### config.mk
export PLATFORM = sky130hd
export DESIGN_NAME = crt_timer
export DESIGN_NICKNAME = d
export VERILOG_FILES = /design/src/core/crt_pkg.sv /design/src/core/crt_timer.sv
export VERILOG_INCLUDE_DIRS = /design/src /design/src/core
export SDC_FILE = /design/constraint.sdc
export NUM_CORES = 1
export LEC_CHECK = 0
export BUFFER_PORTS_ARGS = -buffer_cell sky130_fd_sc_hd__buf_2
export CELL_PAD_IN_SITES_DETAIL_PLACEMENT = 0
export CELL_PAD_IN_SITES_GLOBAL_PLACEMENT = 1
export CORE_MARGIN = 5
export CORE_UTILIZATION = 46
export DETAILED_ROUTE_END_ITERATION = 6
export PLACE_DENSITY_LB_ADDON = 0.1
export RECOVER_POWER = 50
export REMOVE_ABC_BUFFERS = 1
export SYNTH_ARGS = -nofsm -noshare
export SYNTH_HDL_FRONTEND = slang
export SYNTH_SLANG_ARGS = --single-unit
### constraint.sdc
create_clock -name i_mclk -period 3 [get_ports i_mclk]
set_clock_uncertainty 0.05 [all_clocks]
set_input_delay 0.45 -clock i_mclk [delete_from_list [all_inputs] [get_ports i_mclk]]
set_output_delay 0.45 -clock i_mclk [all_outputs]
set_load 0.05 [all_outputs]
### src/core/crt_regs.svh
`ifndef CRT_REGS_SVH
`define CRT_REGS_SVH

// ----------------------------------------------------------------
// register byte addresses in the special-function space
// ----------------------------------------------------------------
`define CRT_ADDR_CTL 8'hc8
`define CRT_ADDR_MODE 8'hc9
`define CRT_ADDR_CAP_LO 8'hca
`define CRT_ADDR_CAP_HI 8'hcb
`define CRT_ADDR_CNT_LO 8'hcc
`define CRT_ADDR_CNT_HI 8'hcd

// ----------------------------------------------------------------
// reset values and field positions
// ----------------------------------------------------------------
`define CRT_RST_BYTE 8'h00
`define CRT_RST_WORD 16'h0000
`define CRT_CNT_MAX 16'hffff
`define CRT_MODE_DOWN_COUNT_ENABLE 0
`define CRT_MODE_OE 1
`define CRT_MODE_MASK 8'h03
`define CRT_UNMAPPED_READ 8'h00

// ----------------------------------------------------------------
// machine-cycle timing, in oscillator periods
// ----------------------------------------------------------------
`define CRT_OSC_PER_MC 12
`define CRT_PH_LAST 4'hb
`define CRT_PH_FIRST 4'h0
`define CRT_PH_S3P1 4'h4
`define CRT_PH_S5P2 4'h9

`endif

### src/core/crt_pkg.sv
package crt_pkg;

   // control register fields, bit 7 down to bit 0
   typedef struct packed {
      logic tf;
      logic exf;
      logic rclk;
      logic tx_baud_select;
      logic exen;
      logic run;
      logic ct;
      logic cprl;
   } crt_ctl_t;

   // operating mode decoded from the control fields
   typedef enum logic [1:0] {
      CRT_OFF = 2'b00,
      CRT_RELOAD = 2'b01,
      CRT_CAPTURE = 2'b10,
      CRT_BAUD = 2'b11
   } crt_mode_t;

endpackage

### src/core/crt_timer.sv
`timescale 1ns/100ps
`include "crt_regs.svh"

// What this block does
// - overflow flag sticky, never set in baud
// - trigger capture/reload sets external event flag
// - event flag requests interrupt except up/down
// - receive clock from our or other overflows
// - transmit clock from our or other overflows
// - trigger edges act only with trigger enable
// - count only while run bit set
// - count machine cycles or count pin edges
// - capture or reload chosen by select bit
// - baud mode always reloads on overflow
// - timer advances once per twelve clocks outside baud mode
// - count pin sampled at S5P2, high-low counts
// - count edge visible at next S3P1
// - mode decoded from baud, select, run bits
// - capture without trigger is plain counter
// - trigger edge copies count into capture
// - up/down counting with direction from trigger
// - baud mode counts every state time
// - baud mode trigger only sets event flag
// - interrupt is OR of both flags, event flag masked by up/down enable
module crt_timer
   import crt_pkg::*;
(
   input wire logic i_mclk,
   input wire logic i_resetn,
   input wire logic [7:0] i_sfr_addr,
   input wire logic i_sfr_wr,
   input wire logic [7:0] i_sfr_wdata,
   output logic [7:0] o_sfr_rdata,
   output logic o_sfr_hit,
   input wire logic i_count_pin,
   input wire logic i_trigger_pin,
   input wire logic i_other_ovf,
   input wire logic i_irq_enable,
   output logic o_timer_irq,
   output logic o_rx_baud_clk,
   output logic o_tx_baud_clk
);

   // ----------------------------------------------------------------
   // declarations
   // ----------------------------------------------------------------
   crt_ctl_t ctl_q;
   crt_mode_t mode;
   logic [7:0] mode_reg_q;
   logic [15:0] cnt_q;
   logic [15:0] cnt_d;
   logic [15:0] cap_q;
   logic [3:0] phase_q;
   logic cnt_s1_q, cnt_s2_q, trg_s1_q, trg_s2_q;
   logic cnt_samp_q, trg_samp_q;
   logic cnt_pend_q, trg_pend_q;
   logic mc_tick, st_tick, cnt_evt, trg_evt, inc;
   logic dmode, count_down, ovf, unf, tf_set, exf_set, exf_tog, cap_load;
   logic baud_pulse;
   logic wr_ctl, wr_mode, wr_cap_lo, wr_cap_hi, wr_cnt_lo, wr_cnt_hi;
   logic [7:0] rd_mux;

   // ----------------------------------------------------------------
   // register decode
   // ----------------------------------------------------------------
   assign wr_ctl = i_sfr_wr && (i_sfr_addr == `CRT_ADDR_CTL);
   assign wr_mode = i_sfr_wr && (i_sfr_addr == `CRT_ADDR_MODE);
   assign wr_cap_lo = i_sfr_wr && (i_sfr_addr == `CRT_ADDR_CAP_LO);
   assign wr_cap_hi = i_sfr_wr && (i_sfr_addr == `CRT_ADDR_CAP_HI);
   assign wr_cnt_lo = i_sfr_wr && (i_sfr_addr == `CRT_ADDR_CNT_LO);
   assign wr_cnt_hi = i_sfr_wr && (i_sfr_addr == `CRT_ADDR_CNT_HI);

   // read mux, unmapped addresses read as zero
   always_comb
   begin
      o_sfr_hit = 1'b1;
      case (i_sfr_addr)
         `CRT_ADDR_CTL: rd_mux = ctl_q;
         `CRT_ADDR_MODE: rd_mux = mode_reg_q & `CRT_MODE_MASK;
         `CRT_ADDR_CAP_LO: rd_mux = cap_q[7:0];
         `CRT_ADDR_CAP_HI: rd_mux = cap_q[15:8];
         `CRT_ADDR_CNT_LO: rd_mux = cnt_q[7:0];
         `CRT_ADDR_CNT_HI: rd_mux = cnt_q[15:8];
         default:
         begin
            rd_mux = `CRT_UNMAPPED_READ;
            o_sfr_hit = 1'b0;
         end
      endcase
   end

   // registered read data, one cycle after the address
   always_ff @(posedge i_mclk)
   begin
      if (!i_resetn)
         o_sfr_rdata <= `CRT_RST_BYTE;
      else
         o_sfr_rdata <= rd_mux;
   end

   // ----------------------------------------------------------------
   // machine-cycle phase, twelve oscillator periods per cycle
   // ----------------------------------------------------------------
   always_ff @(posedge i_mclk)
   begin
      if (!i_resetn || phase_q == `CRT_PH_LAST)
         phase_q <= `CRT_PH_FIRST;
      else
         phase_q <= phase_q + 4'h1;
   end

   assign mc_tick = (phase_q == `CRT_PH_S3P1);
   assign st_tick = phase_q[0];

   // ----------------------------------------------------------------
   // pin synchronisers
   // ----------------------------------------------------------------
   always_ff @(posedge i_mclk)
   begin
      if (!i_resetn)
      begin
         cnt_s1_q <= 1'b1;
         cnt_s2_q <= 1'b1;
         trg_s1_q <= 1'b1;
         trg_s2_q <= 1'b1;
      end
      else
      begin
         cnt_s1_q <= i_count_pin;
         cnt_s2_q <= cnt_s1_q;
         trg_s1_q <= i_trigger_pin;
         trg_s2_q <= trg_s1_q;
      end
   end

   // ----------------------------------------------------------------
   // falling-edge detection, sampled once per machine cycle
   // ----------------------------------------------------------------
   always_ff @(posedge i_mclk)
   begin
      if (!i_resetn)
      begin
         cnt_samp_q <= 1'b1;
         trg_samp_q <= 1'b1;
         cnt_pend_q <= 1'b0;
         trg_pend_q <= 1'b0;
      end
      else
      begin
         if (phase_q == `CRT_PH_S5P2)
         begin
            cnt_samp_q <= cnt_s2_q;
            trg_samp_q <= trg_s2_q;
            cnt_pend_q <= cnt_samp_q && !cnt_s2_q;
            trg_pend_q <= trg_samp_q && !trg_s2_q;
         end
         else if (mc_tick)
         begin
            cnt_pend_q <= 1'b0;
            trg_pend_q <= 1'b0;
         end
      end
   end

   // ----------------------------------------------------------------
   // mode decode
   // ----------------------------------------------------------------
   always_comb
   begin
      if (!ctl_q.run)
         mode = CRT_OFF;
      else if (ctl_q.rclk || ctl_q.tx_baud_select)
         mode = CRT_BAUD;
      else if (ctl_q.cprl)
         mode = CRT_CAPTURE;
      else
         mode = CRT_RELOAD;
   end

   // ----------------------------------------------------------------
   // count and trigger events
   // ----------------------------------------------------------------
   assign cnt_evt = cnt_pend_q && mc_tick;
   assign trg_evt = trg_pend_q && mc_tick && ctl_q.exen && (mode != CRT_OFF);
   assign dmode = (mode == CRT_RELOAD) && mode_reg_q[`CRT_MODE_DOWN_COUNT_ENABLE];
   assign count_down = dmode && !trg_s2_q;

   // increment source by mode and counter select
   always_comb
   begin
      case (mode)
         CRT_OFF: inc = 1'b0;
         CRT_BAUD: inc = ctl_q.ct ? cnt_evt : st_tick;
         CRT_RELOAD, CRT_CAPTURE: inc = ctl_q.ct ? cnt_evt : mc_tick;
         default: inc = 1'b0;
      endcase
   end

   assign ovf = inc && !count_down && (cnt_q == `CRT_CNT_MAX);
   assign unf = inc && count_down && (cnt_q == cap_q);
   assign baud_pulse = ovf && (mode == CRT_BAUD);
   assign cap_load = trg_evt && (mode == CRT_CAPTURE);
   assign tf_set = (ovf || unf) && (mode != CRT_BAUD);
   assign exf_set = trg_evt && !dmode;
   assign exf_tog = dmode && (ovf || unf);

   // ----------------------------------------------------------------
   // hardware next count
   // ----------------------------------------------------------------
   always_comb
   begin
      cnt_d = cnt_q;
      if (trg_evt && (mode == CRT_RELOAD) && !dmode)
         cnt_d = cap_q;
      else if (unf)
         cnt_d = `CRT_CNT_MAX;
      else if (inc && count_down)
         cnt_d = cnt_q - 16'h0001;
      else if (ovf && (mode == CRT_CAPTURE))
         cnt_d = `CRT_RST_WORD;
      else if (ovf)
         cnt_d = cap_q;
      else if (inc)
         cnt_d = cnt_q + 16'h0001;
   end

   // count bytes, software write wins per byte
   always_ff @(posedge i_mclk)
   begin
      if (!i_resetn)
         cnt_q <= `CRT_RST_WORD;
      else
      begin
         cnt_q[7:0] <= wr_cnt_lo ? i_sfr_wdata : cnt_d[7:0];
         cnt_q[15:8] <= wr_cnt_hi ? i_sfr_wdata : cnt_d[15:8];
      end
   end

   // capture bytes, software write wins per byte
   always_ff @(posedge i_mclk)
   begin
      if (!i_resetn)
         cap_q <= `CRT_RST_WORD;
      else
      begin
         if (wr_cap_lo)
            cap_q[7:0] <= i_sfr_wdata;
         else if (cap_load)
            cap_q[7:0] <= cnt_q[7:0];
         if (wr_cap_hi)
            cap_q[15:8] <= i_sfr_wdata;
         else if (cap_load)
            cap_q[15:8] <= cnt_q[15:8];
      end
   end

   // ----------------------------------------------------------------
   // control and mode registers, hardware set beats software clear
   // ----------------------------------------------------------------
   always_ff @(posedge i_mclk)
   begin
      if (!i_resetn)
         ctl_q <= crt_ctl_t'(`CRT_RST_BYTE);
      else
      begin
         if (wr_ctl)
            ctl_q <= crt_ctl_t'(i_sfr_wdata);
         if (tf_set)
            ctl_q.tf <= 1'b1;
         if (exf_set)
            ctl_q.exf <= 1'b1;
         else if (exf_tog)
            ctl_q.exf <= wr_ctl ? !i_sfr_wdata[6] : !ctl_q.exf;
      end
   end

   always_ff @(posedge i_mclk)
   begin
      if (!i_resetn)
         mode_reg_q <= `CRT_RST_BYTE;
      else if (wr_mode)
         mode_reg_q <= i_sfr_wdata & `CRT_MODE_MASK;
   end

   // ----------------------------------------------------------------
   // serial clock selection and interrupt request
   // ----------------------------------------------------------------
   always_ff @(posedge i_mclk)
   begin
      if (!i_resetn)
      begin
         o_rx_baud_clk <= 1'b0;
         o_tx_baud_clk <= 1'b0;
      end
      else
      begin
         o_rx_baud_clk <= ctl_q.rclk ? baud_pulse : i_other_ovf;
         o_tx_baud_clk <= ctl_q.tx_baud_select ? baud_pulse : i_other_ovf;
      end
   end

   // flags stay set after servicing; up/down mode masks the event flag
   assign o_timer_irq = i_irq_enable &&
      (ctl_q.tf || (ctl_q.exf && !mode_reg_q[`CRT_MODE_DOWN_COUNT_ENABLE]));
endmodule

* Yosys cells after proc, flatten, opt, wreduce, memory -nomap -nowiden
Index checks and enable logic that the tools add are counted.
** Cells by class
- Add/subtract/negate cells :: 3
- $mul :: 0
- Div/mod/pow operators :: 0
- Order comparisons :: 0
- Equality and inequality tests :: 15
- Shift-type cells :: 0
- Mux-type cells :: 30
- Bitwise operators :: 0
- Reduce and logical (&&, ||, !) cells :: 51
** Operators by type and width (count)
- $mux 16 :: 6
- $mux 8 :: 7
- $eq 8x8->1 const B :: 6
- $pmux 8 s6 :: 1
- $logic_and 1x1->1 :: 28
- $add 16x1->16 const B :: 1
- $eq 16x16->1 :: 1
- $eq 16x16->1 const B :: 1
- $sub 16x1->16 const B :: 1
- $reduce_bool 7->1 :: 2
- $mux 1 :: 12
- $reduce_bool 2->1 :: 5
- $eq 4x4->1 const B :: 2
- $logic_not 1->1 :: 8
- $mux 2 :: 3
- $reduce_or 6->1 :: 1
- $add 4x1->4 const B :: 1
- $eq 2x2->1 const B :: 2
- $eq 4x3->1 const B :: 1
- $logic_or 1x1->1 :: 4
- $pmux 1 s3 :: 1
- $reduce_bool 3->1 :: 1
- $eq 2x1->1 const B :: 1
- $logic_not 2->1 :: 1
- 2 further kinds :: 2
** Storage, ports and cells
- Bits in registers :: 64
- Latch bits :: 0
- RAM bits :: 0
- Bits in read-only memories :: 0
- Input port bits :: 23
- Output and inout port bits :: 12
- Word-level logic and storage cells :: 124
- Memories :: 0

* Logic depth before layout (Yosys ltp)
- Depth in word-level cells :: 15
- Gate-level depth with buffers :: 13
- Gate-level depth less buffers :: 10

* Worst setup path after synthesis
OpenSTA, ideal clock, no wires.
- Path type :: flip-flop to flip-flop
- From :: reg ctl_q[2] (netlist name)
- To :: reg cnt_q[10]
- Setup time :: 0.120 ns
- Arrival :: 2.460 ns
- Data required time :: 2.830 ns
- Slack :: 0.370 ns
- Stages on the path, launching flop included :: 12
- Buffers on the path :: 1
- Period minus slack after synthesis :: 2.630 ns
- Path through :: dfxtp_1 buf_2 o21a_1 a21o_1 inv_1 ha_1 and4bb_1 a32o_1 nand3_1 or4_1 a31oi_1 o21ai_1
** On the way
- Word-level cells in the longest chain between the ends :: 13
- Elaborated cells between the ends (all ways) :: 27
- Those cells by class :: eq/ne: 3; mux: 8; reduce/logical: 16
** RTL lines
- start, declared :: RTL line crt_timer.sv:47 : crt_ctl_t ctl_q;
- start signal, assigned :: RTL line crt_timer.sv:263 : ctl_q <= crt_ctl_t'(`CRT_RST_BYTE);
- start signal, assigned :: RTL line crt_timer.sv:267 : ctl_q <= crt_ctl_t'(i_sfr_wdata);
- $mux 2 * :: RTL line crt_timer.sv:170 : if (!ctl_q.run)
- branches (longest 12 deep; another with $mux 16)
- end signal, assigned :: RTL line crt_timer.sv:231 : cnt_q <= `CRT_RST_WORD;
- end signal, assigned :: RTL line crt_timer.sv:235 : cnt_q[15:8] <= wr_cnt_hi ? i_sfr_wdata : cnt_d[15:8];
- end, declared :: RTL line crt_timer.sv:50 : logic [15:0] cnt_q;
Mark *: on every way between the ends.
A chain may end at the register's enable or synchronous reset.

* Worst setup path after layout
- From :: reg ctl_q[4] (netlist name)
- To :: reg cnt_q[3]
** On the way
- Word-level cells in the longest chain between the ends :: 15
- Elaborated cells between the ends (all ways) :: 29
- Those cells by class :: eq/ne: 3; mux: 9; reduce/logical: 17
** RTL lines
- $logic_or 1x1->1 * :: RTL line crt_timer.sv:172 : else if (ctl_q.rclk || ctl_q.tx_baud_select)
- $mux 2 * :: RTL line crt_timer.sv:172
- $mux 2 * :: RTL line crt_timer.sv:170
- branches (longest 12 deep; another with $mux 16)
- end signal, assigned :: RTL line crt_timer.sv:231
- end signal, assigned :: RTL line crt_timer.sv:234 : cnt_q[7:0] <= wr_cnt_lo ? i_sfr_wdata : cnt_d[7:0];
Marked as above.

==> flow_metrics.env <==
export IMPL_drc=0
export IMPL_antenna_cells=0
export IMPL_arrival_ns=3.01
export IMPL_avgRoutedWirePerCell_um=22.6
export IMPL_maxCapViolCount=1
export IMPL_tns_ns=0
export IMPL_core_um2=9770
export IMPL_die_area_um2=12100
export IMPL_synth_edf_count=0
export IMPL_h_tree_depth=3
export IMPL_num_vias=4985
export IMPL_ios=35
export IMPL_postPlaceCellArea_um2=5170
export IMPL_stdcell_area_um2=5400
export IMPL_synth_cell_types=67
export IMPL_drt_iter0_markers=486
export IMPL_drv_slew=37
export IMPL_vias_per_cell=6.37
export IMPL_clock_fmax_ghz=0.352
export IMPL_ys_seq_area_frac=0.277
export IMPL_avgSynthCellArea_um2=7.82
export IMPL_die_x_um=110
export IMPL_setup_viol=0
export IMPL_synth_seq_cells=64
export IMPL_fin_ws_ns=0.158
export IMPL_grt_ovfl_total=0
export IMPL_status="finished with violations"
export IMPL_hold_path_class="in -> reg"
export IMPL_initial_utilization=0.473
export IMPL_clk_pin_slew_worst_paths_ns=0.08
export IMPL_cts_root_buf="clkbuf_8"
export IMPL_cts_buffers=9
export IMPL_async_reset_ff_frac=0
export IMPL_place_gp_congestion=1.01
export IMPL_worstPathMaxFanout=14
export IMPL_ys_flop_type="dfxtp_1"
export IMPL_clk_latency_ns=0.35
export IMPL_grt_usage=0.303
export IMPL_leakagePower_nw=1.96
export IMPL_path_class="reg -> reg"
export IMPL_hold_viol=0
export IMPL_end_kind="flip-flop"
export IMPL_hpwlAfterDp_mm=13.3
export IMPL_peakVddDrop_mv=0.284
export IMPL_dr_pass1_iters=5
export IMPL_cts_tree="done"
export IMPL_nets=675
export IMPL_place_ws_ns=0.0678
export IMPL_cts_path_max_buffers=2
export IMPL_yosysWarningCount=0
export IMPL_fin_crit_ns=2.84
export IMPL_startpoint_type="flip-flop"
export IMPL_grt_max_degree=37
export IMPL_grt_antenna_before_repair=0
export IMPL_grt_pass1_wl_mm=27.5
export IMPL_rsz0062_at_grt="false"
export IMPL_p_total_mw=1.94
export IMPL_syn_area_um2=4620
export IMPL_grt_pass1_vias=4812
export IMPL_drtAntennaViolNets=0
export IMPL_violations="max-capacitance violations, max-slew violations"
export IMPL_p_per_area_nw_per_um2=360
export IMPL_required_ns=3.17
export IMPL_final_layout_size_suffix_gt1_frac=0.185
export IMPL_postCtsSetupRepairBufs=0
export IMPL_drt_total_wl_mm=17.7
export IMPL_fp_dieH_um=110
export IMPL_netlist_instances=591
export IMPL_max_slew_margin=-0.182
export IMPL_clock_sinks=64
export IMPL_area_delta_synth_final_pct=16.9
export IMPL_numPortBuffers=34
export IMPL_finalCritPeriodShare=0.947
export IMPL_tightest_slew_ns=1.77
export IMPL_fp_row_count=36
per-stage QoR:
stage	utilization	std cells	hold slack [ns]
2_1_floorplan	-	548	0.336
3_5_place_dp	0.529	767	0.352
6_report	0.552	783	0.230
4_1_cts	0.553	783	0.208
5_1_grt	0.552	783	0.233
3_3_place_gp	0.529	767	0.343
state kept, by name, indices dropped and copies added, names as in the netlist:
signal	flops
cnt_pend_q	1
trg_samp_q	1
mode_reg_q	2
ctl_q	8
cnt_s1_q	1
cnt_samp_q	1
o_sfr_rdata	8
trg_s2_q	1
trg_pend_q	1
cnt_q	16
cnt_s2_q	1
o_rx_baud_clk	1
cap_q	16
o_tx_baud_clk	1
phase_q	4
trg_s1_q	1
cell usage after synthesis, types with 8 or more instances:
cell type | instances | area share
a21oi_1 | 44 | 0.048
and3_1 | 12 | 0.016
a211oi_1 | 17 | 0.028
o21ai_0 | 25 | 0.027
inv_1 | 15 | 0.012
xnor2_1 | 27 | 0.051
clkbuf_1 | 28 | 0.023
nor2_1 | 43 | 0.035
nand4_1 | 14 | 0.019
buf_2 | 8 | 0.0087
a22oi_1 | 12 | 0.020
nand3_1 | 22 | 0.024
nand2_1 | 56 | 0.046
xor2_1 | 8 | 0.015
nor4_1 | 8 | 0.011
nand2b_1 | 13 | 0.018
dfxtp_1 | 64 | 0.28
mux2_2 | 11 | 0.027
mux2i_1 | 17 | 0.037
nor3_1 | 18 | 0.020
area by class of cell:
type	instances	area, um^2
Clock buffer	10	138
Clock inverter	6	91.3
Sequential cell	64	1280
Fill cell	979	4380
Timing Repair Buffer	86	538
Multi-Input combinational cell	469	3130
Inverter	15	56.3
Tap cell	133	166
timing repair:
item,CTS,global route
gates resized for setup,0,7
setup endpoints to repair,0,8
hold buffers,0,0
placed cells by master, fill, tap and decap left out, types with 18 or more instances in the layout:
cell     instances
nor3_1          18
a21oi_1         44
xnor2_1         27
buf_2           22
buf_4           50
nand2_1         56
nor2_1          43
dfxtp_1         63
nand3_1         21
o21ai_0         25
metal layers:
metal / track usage / wire (um) / vias to the layer above
met5: 0 / 0 / -
met4: 0.113 / 563 / 0
met3: 0.0629 / 1590 / 50
met2: 0.475 / 7860 / 273
met1: 0.410 / 7640 / 2365
li1: - / - / 2297
cells by family (layout without fill, tap and decap cells):
group,after synthesis,in the layout,synth area share
AOI/OAI and AO/OA,164,164,0.236
xor gates and xnor gates,35,35,0.0664
adders and majority gates,7,7,0.0190
buffers and inverters,58,117,0.0525
DFF,64,64,0.277
muxes,28,28,0.0637
and+or+nand+nor,235,235,0.285
worst paths after layout:
kind                      endpoint                  start  cells after the start  slack [ns]
min reg2reg    trg_s2_q$_SDFF_PN1_    trg_s1_q$_SDFF_PN1_                      1        0.37
max reg2reg  cnt_q[3]$_SDFFE_PN0P_  ctl_q[4]$_SDFFE_PN0P_                     10        0.16
max          cnt_q[3]$_SDFFE_PN0P_  ctl_q[4]$_SDFFE_PN0P_                     10        0.16
min            cnt_s1_q$_SDFF_PN1_            i_count_pin                      2        0.23
power breakdown:
| part | switching [mW] | total, mW | internal (mW) | leakage [nW] |
|---|---|---|---|---|
| combinational | 0.137 | 0.210 | 0.0726 | 1.32 |
| sequential | 0.0100 | 0.869 | 0.859 | 0.518 |
| clock | 0.370 | 0.865 | 0.495 | 0.117 |
worst max-delay path, cell delays in order, from the launching register on:
cell and delay [ns]:
dfxtp_1 0.33, o21a_1 0.21, a21oi_1 0.19, ha_1 0.21, and4bb_1 0.27, a32o_2 0.34
nand3_1 0.16, buf_4 0.26, and3b_1 0.23, a311oi_1 0.32, a41oi_1 0.16
Power figures use the tool's default switching activity.
